<file path="config.mk">
export PLATFORM = sky130hd
export DESIGN_NAME = lsd_top
export DESIGN_NICKNAME = d
export VERILOG_FILES = /design/src/verilog/lsd_pkg.sv /design/src/verilog/lsd_top.sv
export SDC_FILE = /design/constraint.sdc
export NUM_CORES = 1
export LEC_CHECK = 0
export BUFFER_PORTS_ARGS = -buffer_cell sky130_fd_sc_hd__buf_4
export CAP_MARGIN = 20
export CELL_PAD_IN_SITES_DETAIL_PLACEMENT = 1
export CELL_PAD_IN_SITES_GLOBAL_PLACEMENT = 2
export CORE_UTILIZATION = 32
export CTS_CLUSTER_SIZE = 28
export DETAILED_ROUTE_END_ITERATION = 10
export PLACE_DENSITY = 0.56
export SETUP_SLACK_MARGIN = 0.15
export SLEW_MARGIN = 20
export SYNTH_ARGS = -nofsm -noshare
export SYNTH_HDL_FRONTEND = slang
export SYNTH_SLANG_ARGS = --single-unit
</file>
<file path="constraint.sdc">
create_clock -name clk_i -period 4.1 [get_ports clk_i]
set_input_delay 0.205 -clock clk_i [delete_from_list [all_inputs] [get_ports clk_i]]
set_output_delay 0.205 -clock clk_i [all_outputs]
set_load 0.01 [all_outputs]
</file>
<file path="src/verilog/lsd_pkg.sv">
package lsd_pkg;

  // ==========================================================================
  // Bus and register map
  // ==========================================================================
  localparam int unsigned ADDR_W        = 20;
  localparam int unsigned IDX_W         = 18;
  // Word index of each location; byte address is four times the index
  localparam logic [17:0] DMEM_FIRST_IDX = 18'h0F000;
  localparam logic [17:0] DMEM_LAST_IDX  = 18'h0F09F;
  localparam logic [17:0] CTRL_IDX       = 18'h0F0C0;
  localparam logic [17:0] STAT_IDX       = 18'h0F0C1;
  localparam int unsigned DMEM_WORDS     = 160;

  // Control register fields
  localparam int unsigned CTRL_SUPPLY_BIT = 0;
  localparam int unsigned CTRL_ALLON_BIT  = 1;
  localparam int unsigned CTRL_BLANK_BIT  = 2;
  localparam int unsigned CTRL_DUTYL_BIT  = 3;
  localparam int unsigned CTRL_DUTYH_BIT  = 4;
  localparam int unsigned CTRL_STATIC_BIT = 5;
  localparam logic [5:0]  CTRL_RESET      = 6'h00;

  // ==========================================================================
  // Panel geometry and timing
  // ==========================================================================
  localparam int unsigned NUM_BP     = 8;
  localparam int unsigned NUM_FP     = 56;
  localparam int unsigned OSC_HZ     = 32768;
  localparam int unsigned FRAME_HZ_8 = 32;
  localparam int unsigned FRAME_HZ_5 = 25;
  localparam int unsigned FRAME_HZ_4 = 32;
  // Oscillator ticks per backplane slot, rounded down
  localparam logic [8:0]  SLOT_TICKS_8 = 9'(OSC_HZ / (FRAME_HZ_8 * 8));
  localparam logic [8:0]  SLOT_TICKS_5 = 9'(OSC_HZ / (FRAME_HZ_5 * 5));
  localparam logic [8:0]  SLOT_TICKS_4 = 9'(OSC_HZ / (FRAME_HZ_4 * 4));

  // Drive level codes: ground, then the three bias levels
  typedef enum logic [1:0] {
    LVL_V0  = 2'b00,
    LVL_VC1 = 2'b01,
    LVL_VC2 = 2'b10,
    LVL_VC3 = 2'b11
  } lsd_level_t;

  typedef struct packed {
    logic [NUM_BP-1:0][1:0] backplane_lines;
    logic [NUM_FP-1:0][1:0] frontplane_lines;
  } lsd_drive_t;

endpackage

</file>
<file path="src/verilog/lsd_top.sv">
// The APB interface to the registers and the register addresses were chosen for this implementation.
`timescale 1ns/1ps
// Overview of operation
// - Eight backplanes, 56 frontplanes, 448 segments
// - Multiplexed 1/4, 1/5, 1/8 duty, 1/3 bias
// - Supply enable switches the drive levels on
// - Software sets supply enable even with external supply
// - DC frontplanes act as plain outputs always
// - All-on forces the on waveform on every non-DC frontplane
// - Blank forces off; otherwise memory drives
// - All-on beats blank when both set
// - Duty field selects backplanes in use
// - Frame rates 32, 25, 32 Hz
// - Static mode only with half-bias option
// - Static: any mapped bit gives on
// - Static: all bits zero gives dynamic off
// - Display memory F000H-F09FH, build-time mapping
// - Bit one is segment on, zero off
// - Display memory not reset; software initialises
// - Memory read/write; spare words general storage
module lsd_top
  import lsd_pkg::*;
#(
  parameter logic [27:0] DC_PAIR_MASK  = 28'h0000000,
  parameter logic        HALF_BIAS_OPT = 1'b0
)
(
  input  wire logic              clk_i,
  input  wire logic              nrst_i,
  input  wire logic              psel_i,
  input  wire logic              penable_i,
  input  wire logic              pwrite_i,
  input  wire logic [ADDR_W-1:0] paddr_i,
  input  wire logic [31:0]       pwdata_i,
  output logic      [31:0]       prdata_o,
  output logic                   pready_o,
  output logic                   pslverr_o,
  input  wire logic              slow_oscillator_clock_i,
  output logic                   bias_enable_o,
  output lsd_drive_t             drive_o
);

  // ==========================================================================
  // Segment map
  // ==========================================================================
  // Build-time allocation: frontplane s, backplane c -> bit s*8+c
  function automatic logic [7:0] seg_addr(input int unsigned s, input logic [2:0] c);
    int unsigned idx;
    idx = s * 8 + int'(c);
    return 8'(idx >> 2);
  endfunction

  function automatic logic [1:0] seg_bit(input logic [2:0] c);
    return c[1:0];
  endfunction

  // ==========================================================================
  // Storage
  // ==========================================================================
  logic [3:0]  dmem [DMEM_WORDS];                     // No reset
  logic [5:0]  ctrl_reg;
  logic        pready_reg;
  logic        pslverr_reg;
  logic [31:0] prdata_reg;
  logic        osc_sync1_reg;
  logic        osc_sync2_reg;
  logic        osc_last_reg;
  logic [8:0]  tick_cnt_reg;
  logic [2:0]  slot_reg;
  lsd_drive_t  drive_reg;
  lsd_drive_t  drive_next;
  logic        bias_en_reg;

  logic        supply_on;
  logic        all_on;
  logic        blank;
  logic        static_on;
  logic [3:0]  ncom;
  logic [8:0]  slot_ticks;
  logic        phase;
  logic        osc_tick;
  logic [17:0] idx;
  logic        idx_dmem;
  logic        idx_ok;
  logic        access;
  logic [7:0]  dmem_addr;

  assign supply_on = ctrl_reg[CTRL_SUPPLY_BIT];
  assign all_on    = ctrl_reg[CTRL_ALLON_BIT];
  assign blank     = ctrl_reg[CTRL_BLANK_BIT];
  assign static_on = ctrl_reg[CTRL_STATIC_BIT];

  // Duty decode; low bit ignored when high bit set
  always_comb
  begin
    if (ctrl_reg[CTRL_DUTYH_BIT])
    begin
      ncom       = 4'h8;
      slot_ticks = SLOT_TICKS_8;
    end
    else if (ctrl_reg[CTRL_DUTYL_BIT])
    begin
      ncom       = 4'h5;
      slot_ticks = SLOT_TICKS_5;
    end
    else
    begin
      ncom       = 4'h4;
      slot_ticks = SLOT_TICKS_4;
    end
  end

  // ==========================================================================
  // APB slave
  // ==========================================================================
  assign idx       = paddr_i[ADDR_W-1:2];
  assign idx_dmem  = (idx >= DMEM_FIRST_IDX) && (idx <= DMEM_LAST_IDX);
  assign dmem_addr = 8'(idx - DMEM_FIRST_IDX);
  assign idx_ok    = (paddr_i[1:0] == 2'h0) && (idx_dmem || idx == CTRL_IDX || idx == STAT_IDX);
  assign access    = psel_i && penable_i && pready_reg;

  // One wait state: pready rises on the second access cycle
  always_ff @(posedge clk_i or negedge nrst_i)
  begin
    if (!nrst_i)
    begin
      pready_reg  <= 1'b0;
      pslverr_reg <= 1'b0;
      prdata_reg  <= 32'h00000000;
    end
    else
    begin
      pready_reg  <= psel_i && penable_i && !pready_reg;
      pslverr_reg <= psel_i && penable_i && !pready_reg && !idx_ok;
      if (psel_i && penable_i && !pready_reg)
      begin
        if (!idx_ok)
          prdata_reg <= 32'h00000000;
        else if (idx_dmem)
          prdata_reg <= {28'h0000000, dmem[dmem_addr]};
        else if (idx == CTRL_IDX)
          prdata_reg <= {26'h0000000, ctrl_reg};
        else
          prdata_reg <= {28'h0000000, phase, slot_reg};
      end
    end
  end

  // Display memory writes; contents stay undefined until software writes
  always_ff @(posedge clk_i)
  begin
    if (access && pwrite_i && idx_ok && idx_dmem)
      dmem[dmem_addr] <= pwdata_i[3:0];
  end

  // Control register; static bit sticks at zero without the half-bias option
  always_ff @(posedge clk_i or negedge nrst_i)
  begin
    if (!nrst_i)
      ctrl_reg <= CTRL_RESET;
    else if (access && pwrite_i && idx_ok && idx == CTRL_IDX)
    begin
      ctrl_reg                  <= pwdata_i[5:0];
      ctrl_reg[CTRL_STATIC_BIT] <= pwdata_i[CTRL_STATIC_BIT] && HALF_BIAS_OPT;
    end
  end

  // ==========================================================================
  // Frame timing
  // ==========================================================================
  // Oscillator pin is asynchronous: two flops, then edge detect on the second
  always_ff @(posedge clk_i or negedge nrst_i)
  begin
    if (!nrst_i)
    begin
      osc_sync1_reg <= 1'b0;
      osc_sync2_reg <= 1'b0;
      osc_last_reg  <= 1'b0;
    end
    else
    begin
      osc_sync1_reg <= slow_oscillator_clock_i;
      osc_sync2_reg <= osc_sync1_reg;
      osc_last_reg  <= osc_sync2_reg;
    end
  end

  assign osc_tick = osc_sync2_reg && !osc_last_reg;
  // Second half of each slot inverts polarity so the glass sees no DC
  assign phase    = tick_cnt_reg >= (slot_ticks >> 1);

  // Slot stepping; a duty change that leaves the slot outside the new duty wraps to slot zero
  always_ff @(posedge clk_i or negedge nrst_i)
  begin
    if (!nrst_i)
    begin
      tick_cnt_reg <= 9'h000;
      slot_reg     <= 3'h0;
    end
    // Slot left outside a shortened duty: restart the frame at slot zero
    else if ({1'b0, slot_reg} >= ncom)
    begin
      tick_cnt_reg <= 9'h000;
      slot_reg     <= 3'h0;
    end
    else if (tick_cnt_reg >= slot_ticks)
      tick_cnt_reg <= 9'h000;
    else if (osc_tick)
    begin
      if (tick_cnt_reg == slot_ticks - 9'h001)
      begin
        tick_cnt_reg <= 9'h000;
        if ({1'b0, slot_reg} >= ncom - 4'h1)
          slot_reg <= 3'h0;
        else
          slot_reg <= slot_reg + 3'h1;
      end
      else
        tick_cnt_reg <= tick_cnt_reg + 9'h001;
    end
  end

  // ==========================================================================
  // Waveform composition
  // ==========================================================================
  lsd_level_t sel_lvl;
  lsd_level_t nsel_lvl;
  lsd_level_t on_lvl;
  lsd_level_t off_lvl;

  // 1/3 bias: selected swings full, others sit at VC1/VC2
  assign sel_lvl  = phase ? LVL_V0  : LVL_VC3;
  assign nsel_lvl = phase ? LVL_VC2 : LVL_VC1;
  assign on_lvl   = phase ? LVL_VC3 : LVL_V0;
  assign off_lvl  = phase ? LVL_VC1 : LVL_VC2;

  always_comb
  begin
    logic any_set;
    logic [3:0] w;
    any_set    = 1'b0;
    w          = 4'h0;
    drive_next = '0;
    for (int c = 0; c < NUM_BP; c++)
    begin
      if (!supply_on || c >= int'(ncom))
        drive_next.backplane_lines[c] = LVL_V0;
      else if (static_on || c == int'(slot_reg))
        drive_next.backplane_lines[c] = sel_lvl;
      else
        drive_next.backplane_lines[c] = nsel_lvl;
    end
    for (int unsigned s = 0; s < NUM_FP; s++)
    begin
      any_set = 1'b0;
      for (int c = 0; c < NUM_BP; c++)
      begin
        w       = dmem[seg_addr(s, 3'(c))];
        any_set = any_set | w[seg_bit(3'(c))];
      end
      w = dmem[seg_addr(s, slot_reg)];
      if (DC_PAIR_MASK[s >> 1])
        drive_next.frontplane_lines[s] = dmem[seg_addr(s, 3'h0)][0] ? LVL_VC3 : LVL_V0;
      else if (!supply_on)
        drive_next.frontplane_lines[s] = LVL_V0;
      else if (all_on)
        drive_next.frontplane_lines[s] = on_lvl;
      else if (blank)
        drive_next.frontplane_lines[s] = off_lvl;
      else if (static_on)
        drive_next.frontplane_lines[s] = any_set ? on_lvl : off_lvl;
      else
        drive_next.frontplane_lines[s] = w[seg_bit(slot_reg)] ? on_lvl : off_lvl;
    end
  end

  // Registered pins and bias generator enable
  always_ff @(posedge clk_i or negedge nrst_i)
  begin
    if (!nrst_i)
    begin
      drive_reg   <= '0;
      bias_en_reg <= 1'b0;
    end
    else
    begin
      drive_reg   <= drive_next;
      bias_en_reg <= supply_on;
    end
  end

  assign drive_o       = drive_reg;
  assign bias_enable_o = bias_en_reg;
  assign prdata_o      = prdata_reg;
  assign pready_o      = pready_reg;
  assign pslverr_o     = pslverr_reg;
endmodule

</file>
Word level (Yosys, flattened, before mapping). Memory sizes are Yosys's and may differ from the RTL's. Cells that the tools add are included.

Register bits: 183. Memory bits (writable): 640. Bits of input ports: 58. Output and inout bits: 163. Word-level logic and storage cells: 566. Memories kept: 1.

Memory list: dmem (depth 160, width 4, rd ports 57, clocked after memory_dff 0, write ports 1, RTL line lsd_top.sv:60) `logic [3:0] dmem [DMEM_WORDS];`.

Add/subtract/negate cells: 60. Order comparisons: 15. Equal/unequal tests: 11. Multiplexer cells: 374. Reduce and logical (&&, ||, !) cells: 31.

Operator list (number): $mux 2 (244); $add 9x3->10 const A (24); $add 8x3->9 const A (16); $bmux 1 s2 (56); $add 7x3->8 const A (8); $mux 32 (2); $mux 1 (59); $mux 9 (5); $eq 18x16->1 const B (2); $add 6x3->7 const A (4); $ge 18x16->1 const B (1); $le 18x16->1 const B (1); $mux 3 (6); $ge 3x4->1 const A (4); $add 5x3->6 const A (2); $eq 3x3->1 const A (4); $logic_and 1x1->1 (11); $logic_or 1x1->1 (10); $add 9x1->9 const B (1); $eq 9x9->1 (1); $ge 9x8->1 (1); $ge 9x9->1 (1); $sub 9x1->9 const B (1); $ge 1x4->1 const A (2); other kinds (18) (25).

Depth between registers and ports, before layout.
Depth after elaboration: 9. Gate-level depth with buffers: 12.

Least setup slack after synthesis. Ideal clock, no wire load.

Path type: reg-to-reg. Start point: register slot_reg[0]. End point: register tick_cnt_reg[7]. Data arrival time: 3074 ps. Setup slack: 931 ps. Cell stages (with the launch flop): 12. Path buffers: 3. Cells stage by stage: dfrtp_1 -> clkbuf_1 -> clkbuf_1 -> buf_1 -> inv_1 -> ha_1 -> nand2_1 -> o21a_1 -> or2_2 -> nor3b_1 -> a22oi_1 -> o31ai_1.

Cells in the longest elaborated chain, start to end: 2. Elaborated cells on any way between the ends: 3. Those cells by class: order compare (1); mux (1); reduce/logical (1).

RTL lines: start: declaration (RTL line lsd_top.sv:69) `logic [2:0] slot_reg;`; start signal: assignment (RTL line lsd_top.sv:216) `slot_reg <= slot_reg + 3'h1;`; $ge 3x4->1 * (RTL line lsd_top.sv:201) `else if ({1'b0, slot_reg} >= ncom)`; $reduce_bool 3->1 (no source line) / $mux 9 (equally long branches); end signal: assignment (RTL line lsd_top.sv:219) `tick_cnt_reg <= tick_cnt_reg + 9'h001;`; end: declaration (RTL line lsd_top.sv:68) `logic [8:0] tick_cnt_reg;`.

Every way passes the cells marked *; elsewhere a longest branch is shown, timed or not. A chain may end at the register's enable or synchronous reset.

Worst setup path in the final report.
Start point: register pready_reg, in the netlist pready_o. End point: memory dmem[63][3] (enable).

Cells in the longest elaborated chain, start to end: 6.

RTL lines: start: declaration (RTL line lsd_top.sv:62) `logic pready_reg;`; start signal: assignment (RTL line lsd_top.sv:133) `pready_reg <= psel_i && penable_i && !pready_reg;`; $logic_and 1x1->1 (RTL line lsd_top.sv:120) `assign access = psel_i && penable_i && pready_reg;`; $logic_and 1x1->1 (3 in a row) (RTL line lsd_top.sv:152) `if (access && pwrite_i && idx_ok && idx_dmem)`; $mux 1 (RTL line lsd_top.sv:152); $mux 1 (implied by the code) (RTL line lsd_top.sv:153) `dmem[dmem_addr] <= pwdata_i[3:0];`; end: declaration (RTL line lsd_top.sv:60).

Every way passes these cells.

==> results.toml <==
[power_and_ir_drop]
powerDensity_mw_per_mm2 = 426
ir_drop_mv = 0.277
p_leak_nw = 13.4

[timing]
hold_viol = 0
slew-limit-headroom = 0.274
rsz0062_at_grt = "false"
finalCritPeriodShare = 0.818
min_period_ns = 3.35
slew_viol_final = 0
clock_skew_ns = 0.0337
worst_pin_slew_ns = 1.09
max_freq_ghz = 0.298
fin_setup_tns_ns = 0
final-setup-viol-count = 0
worst_slack_ns = 0.748

[grt]
grt_util_met1 = 0.276
grt_overflow_total = 0
grt_pass1_wl_mm = 156
antenna_found_initial = 4
grt_pass1_vias = 21491
use_met2 = 0.330
top_usage_layer = "met2"
grt_max_degree = 99
grtUsageTotal = 0.203
grtUsageMet3 = 0.0375

[placed_design]
io_buffers = 166
dp_slack_ns = 0.520
gp_congestion = 0.802
dpl_cell_area_sq_mm = 0.0369
hpwl_mm = 71.5

[finish]
regArea_sq_mm = 0.0217
multi_input_area_sq_mm = 0.0110
finalInstanceArea_sq_mm = 0.0399
layout-drive-gt1-share = 0.296
final_common_cell = "edfxtp_1"
area_growth_pct = 17.5
final_cell_mix = "edfxtp_1 (640), nor2_1 (288), buf_4 (285)"
largest_reg_flops = 640
final_nets = 2426
fillers = 10583

[die]
core_region_area_sq_mm = 0.105
row_count = 119
start_util = 0.322
die_w_microns = 328
die_h_microns = 328
dieArea_sq_mm = 0.107
num_io_pins = 221

[setup_path]
critical_path_arrival_ns = 3.66
critPathSlowestCell = "nand4_1"
critical_path_buf_inv_count = 1
cp_cell_sequence = "nand4_1 > nor3_1 > and3_1 > nand3_1 > buf_4 > nor2_1"
rr_startpoint = "pready_o$_DFF_PN0_"
crit_fanout = 5
cp_num_cells = 6
crit_start = "pready_o$_DFF_PN0_"
cp-start-kind = "flop"
max_stage_delay_ns = 0.54
worst_ep_required_time_ns = 4.41
cp-end-kind = "flop"
cp_top_family = "simple AND/OR/NAND/NOR gates"
reg2reg_slack_ns = 0.75
r2r_cells = 6
crit_type = "flop to flop"

[synth]
yosysTopAreaCellShare = 0.566
synth.largest_area_cell = "edfxtp_1"
mappedNetlistArea_sq_mm = 0.0339
syn_inst = 2164
seq_area_frac_synth = 0.638
synth.distinct_cells = 63
synth_top_flop_cell = "edfxtp_1"
avgSynthCellArea_sq_um = 15.7
synth-async-reset-ratio = 0.132
yosysWarnings = 0
ys_top_cells_by_area = "edfxtp_1 (57%), mux4_2 (18%), dfrtp_1 (7.2%)"
ys_seq_elements = 737
synth-edff-count = 640

[clock_network]
insertion_delay_ns = 0.67
postCtsSetupRepairBufs = 0
cts_tree = "done"
root_buffer = "clkbuf_16"
clk_pin_slew_ns = 0.05
clock_sink_count = 737
cts_made_buffers = 87
cts_resized = 0
clock_path_buffers = 3
htreeDepth = 3

[run_status]
status = "finished, final reports clean"

[route]
drc = 0
wire_per_inst_microns = 28.3
dr.pass1.iters = 7
drtIter0Drc = 1543
vias_per_cell = 5.25
ant_nets = 0
dr_total_vias = 20014
routed_wl_mm = 108

[min_path]
hp-class = "primary input to asynchronous set/reset pin"

[job]
max_cap_viol_count = 0
-- Yosys cell counts, drive strengths merged (3+ instances only) --
master,count
or4,5
nand3,21
mux2i,43
o21ai,15
a311oi,4
o31a,4
o211ai,3
clkbuf,76
a221oi,4
mux4,265
a22oi,37
o221ai,3
and2,5
inv,24
and3,6
nand4,8
nor4,7
a31oi,3
nand2,185
o2111ai,6
dfrtp,97
ha,19
nor2b,10
buf,154
o22ai,9
nand2b,8
edfxtp,640
nor2,288
a22o,5
a21oi,90
xor2,4
nor3,26
xnor2,58
or3,3
-- final cells by class --
cell class / count / area share
Antenna cell: 1 / 0.0000628
Timing Repair Buffer: 300 / 0.0599
Sequential cell: 737 / 0.543
Multi-Input combinational cell: 1198 / 0.277
Clock buffer: 118 / 0.0601
Inverter: 25 / 0.00242
Tap cell: 1391 / 0.0437
Clock inverter: 44 / 0.0138
-- worst paths after layout --
| path | endpoint |
|---|---|
| worst max-delay path | dmem[63][3]$_DFFE_PP_ |
| worst min-delay path | tick_cnt_reg[6]$_DFFE_PN0P_ |
| worst max register to register | dmem[63][3]$_DFFE_PP_ |
| worst min register to register | osc_sync2_reg$_DFF_PN0_ |
| max in group asynchronous | drive_o[71]$_DFF_PN0_ |
| min in group clk_i | dmem[78][1]$_DFFE_PP_ |
-- report_power, final --
group	switching, W	internal [W]	total, W
logic	0.000535	0.000282	0.000817
clock network	0.00317	0.00480	0.00797
registers	0.0000274	0.00818	0.00821
total	0.00373	0.0133	0.0170
-- through the flow --
step / util / cells / hold WS, ns / total power [W]
final: 0.379 / 3814 / 0.0771 / 0.0170
after global routing: 0.379 / 3813 / 0.105 / 0.0175
after CTS: 0.379 / 3813 / 0.0515 / 0.0172
after detailed placement: 0.350 / 3648 / 0.216 / 0.00919
after global placement: 0.350 / 3648 / 0.215 / 0.00917
after floorplan: - / 2190 / -0.0906 / 0.00880
-- cells by family (layout without fill, tap and decap cells) --
logic type | Yosys count | count (layout) | share of synthesized area
adders and majority gates | 19 | 19 | 0.00701
DFF | 737 | 737 | 0.638
xor gates and xnor gates | 62 | 62 | 0.0160
and+or+nand+nor | 582 | 582 | 0.0725
AOI/OAI and AO/OA | 198 | 198 | 0.0372
buffers and inverters | 255 | 487 | 0.0398
other | 1 | 28 | 0.000111
muxes | 310 | 310 | 0.189
-- metal layers --
layer | part of all wire | wire [microns]
met1 | 0.44 | 47200
met2 | 0.48 | 51500
met3 | 0.058 | 6250
met4 | 0.029 | 3090
met5 | 0.00029 | 31
-- repair_timing --
item	in CTS	in global routing
setup endpoints to repair	0	0
hold endpoints to repair	39	0
hold buffers	3	0
No activity file was read; power rests on OpenSTA's default activity.
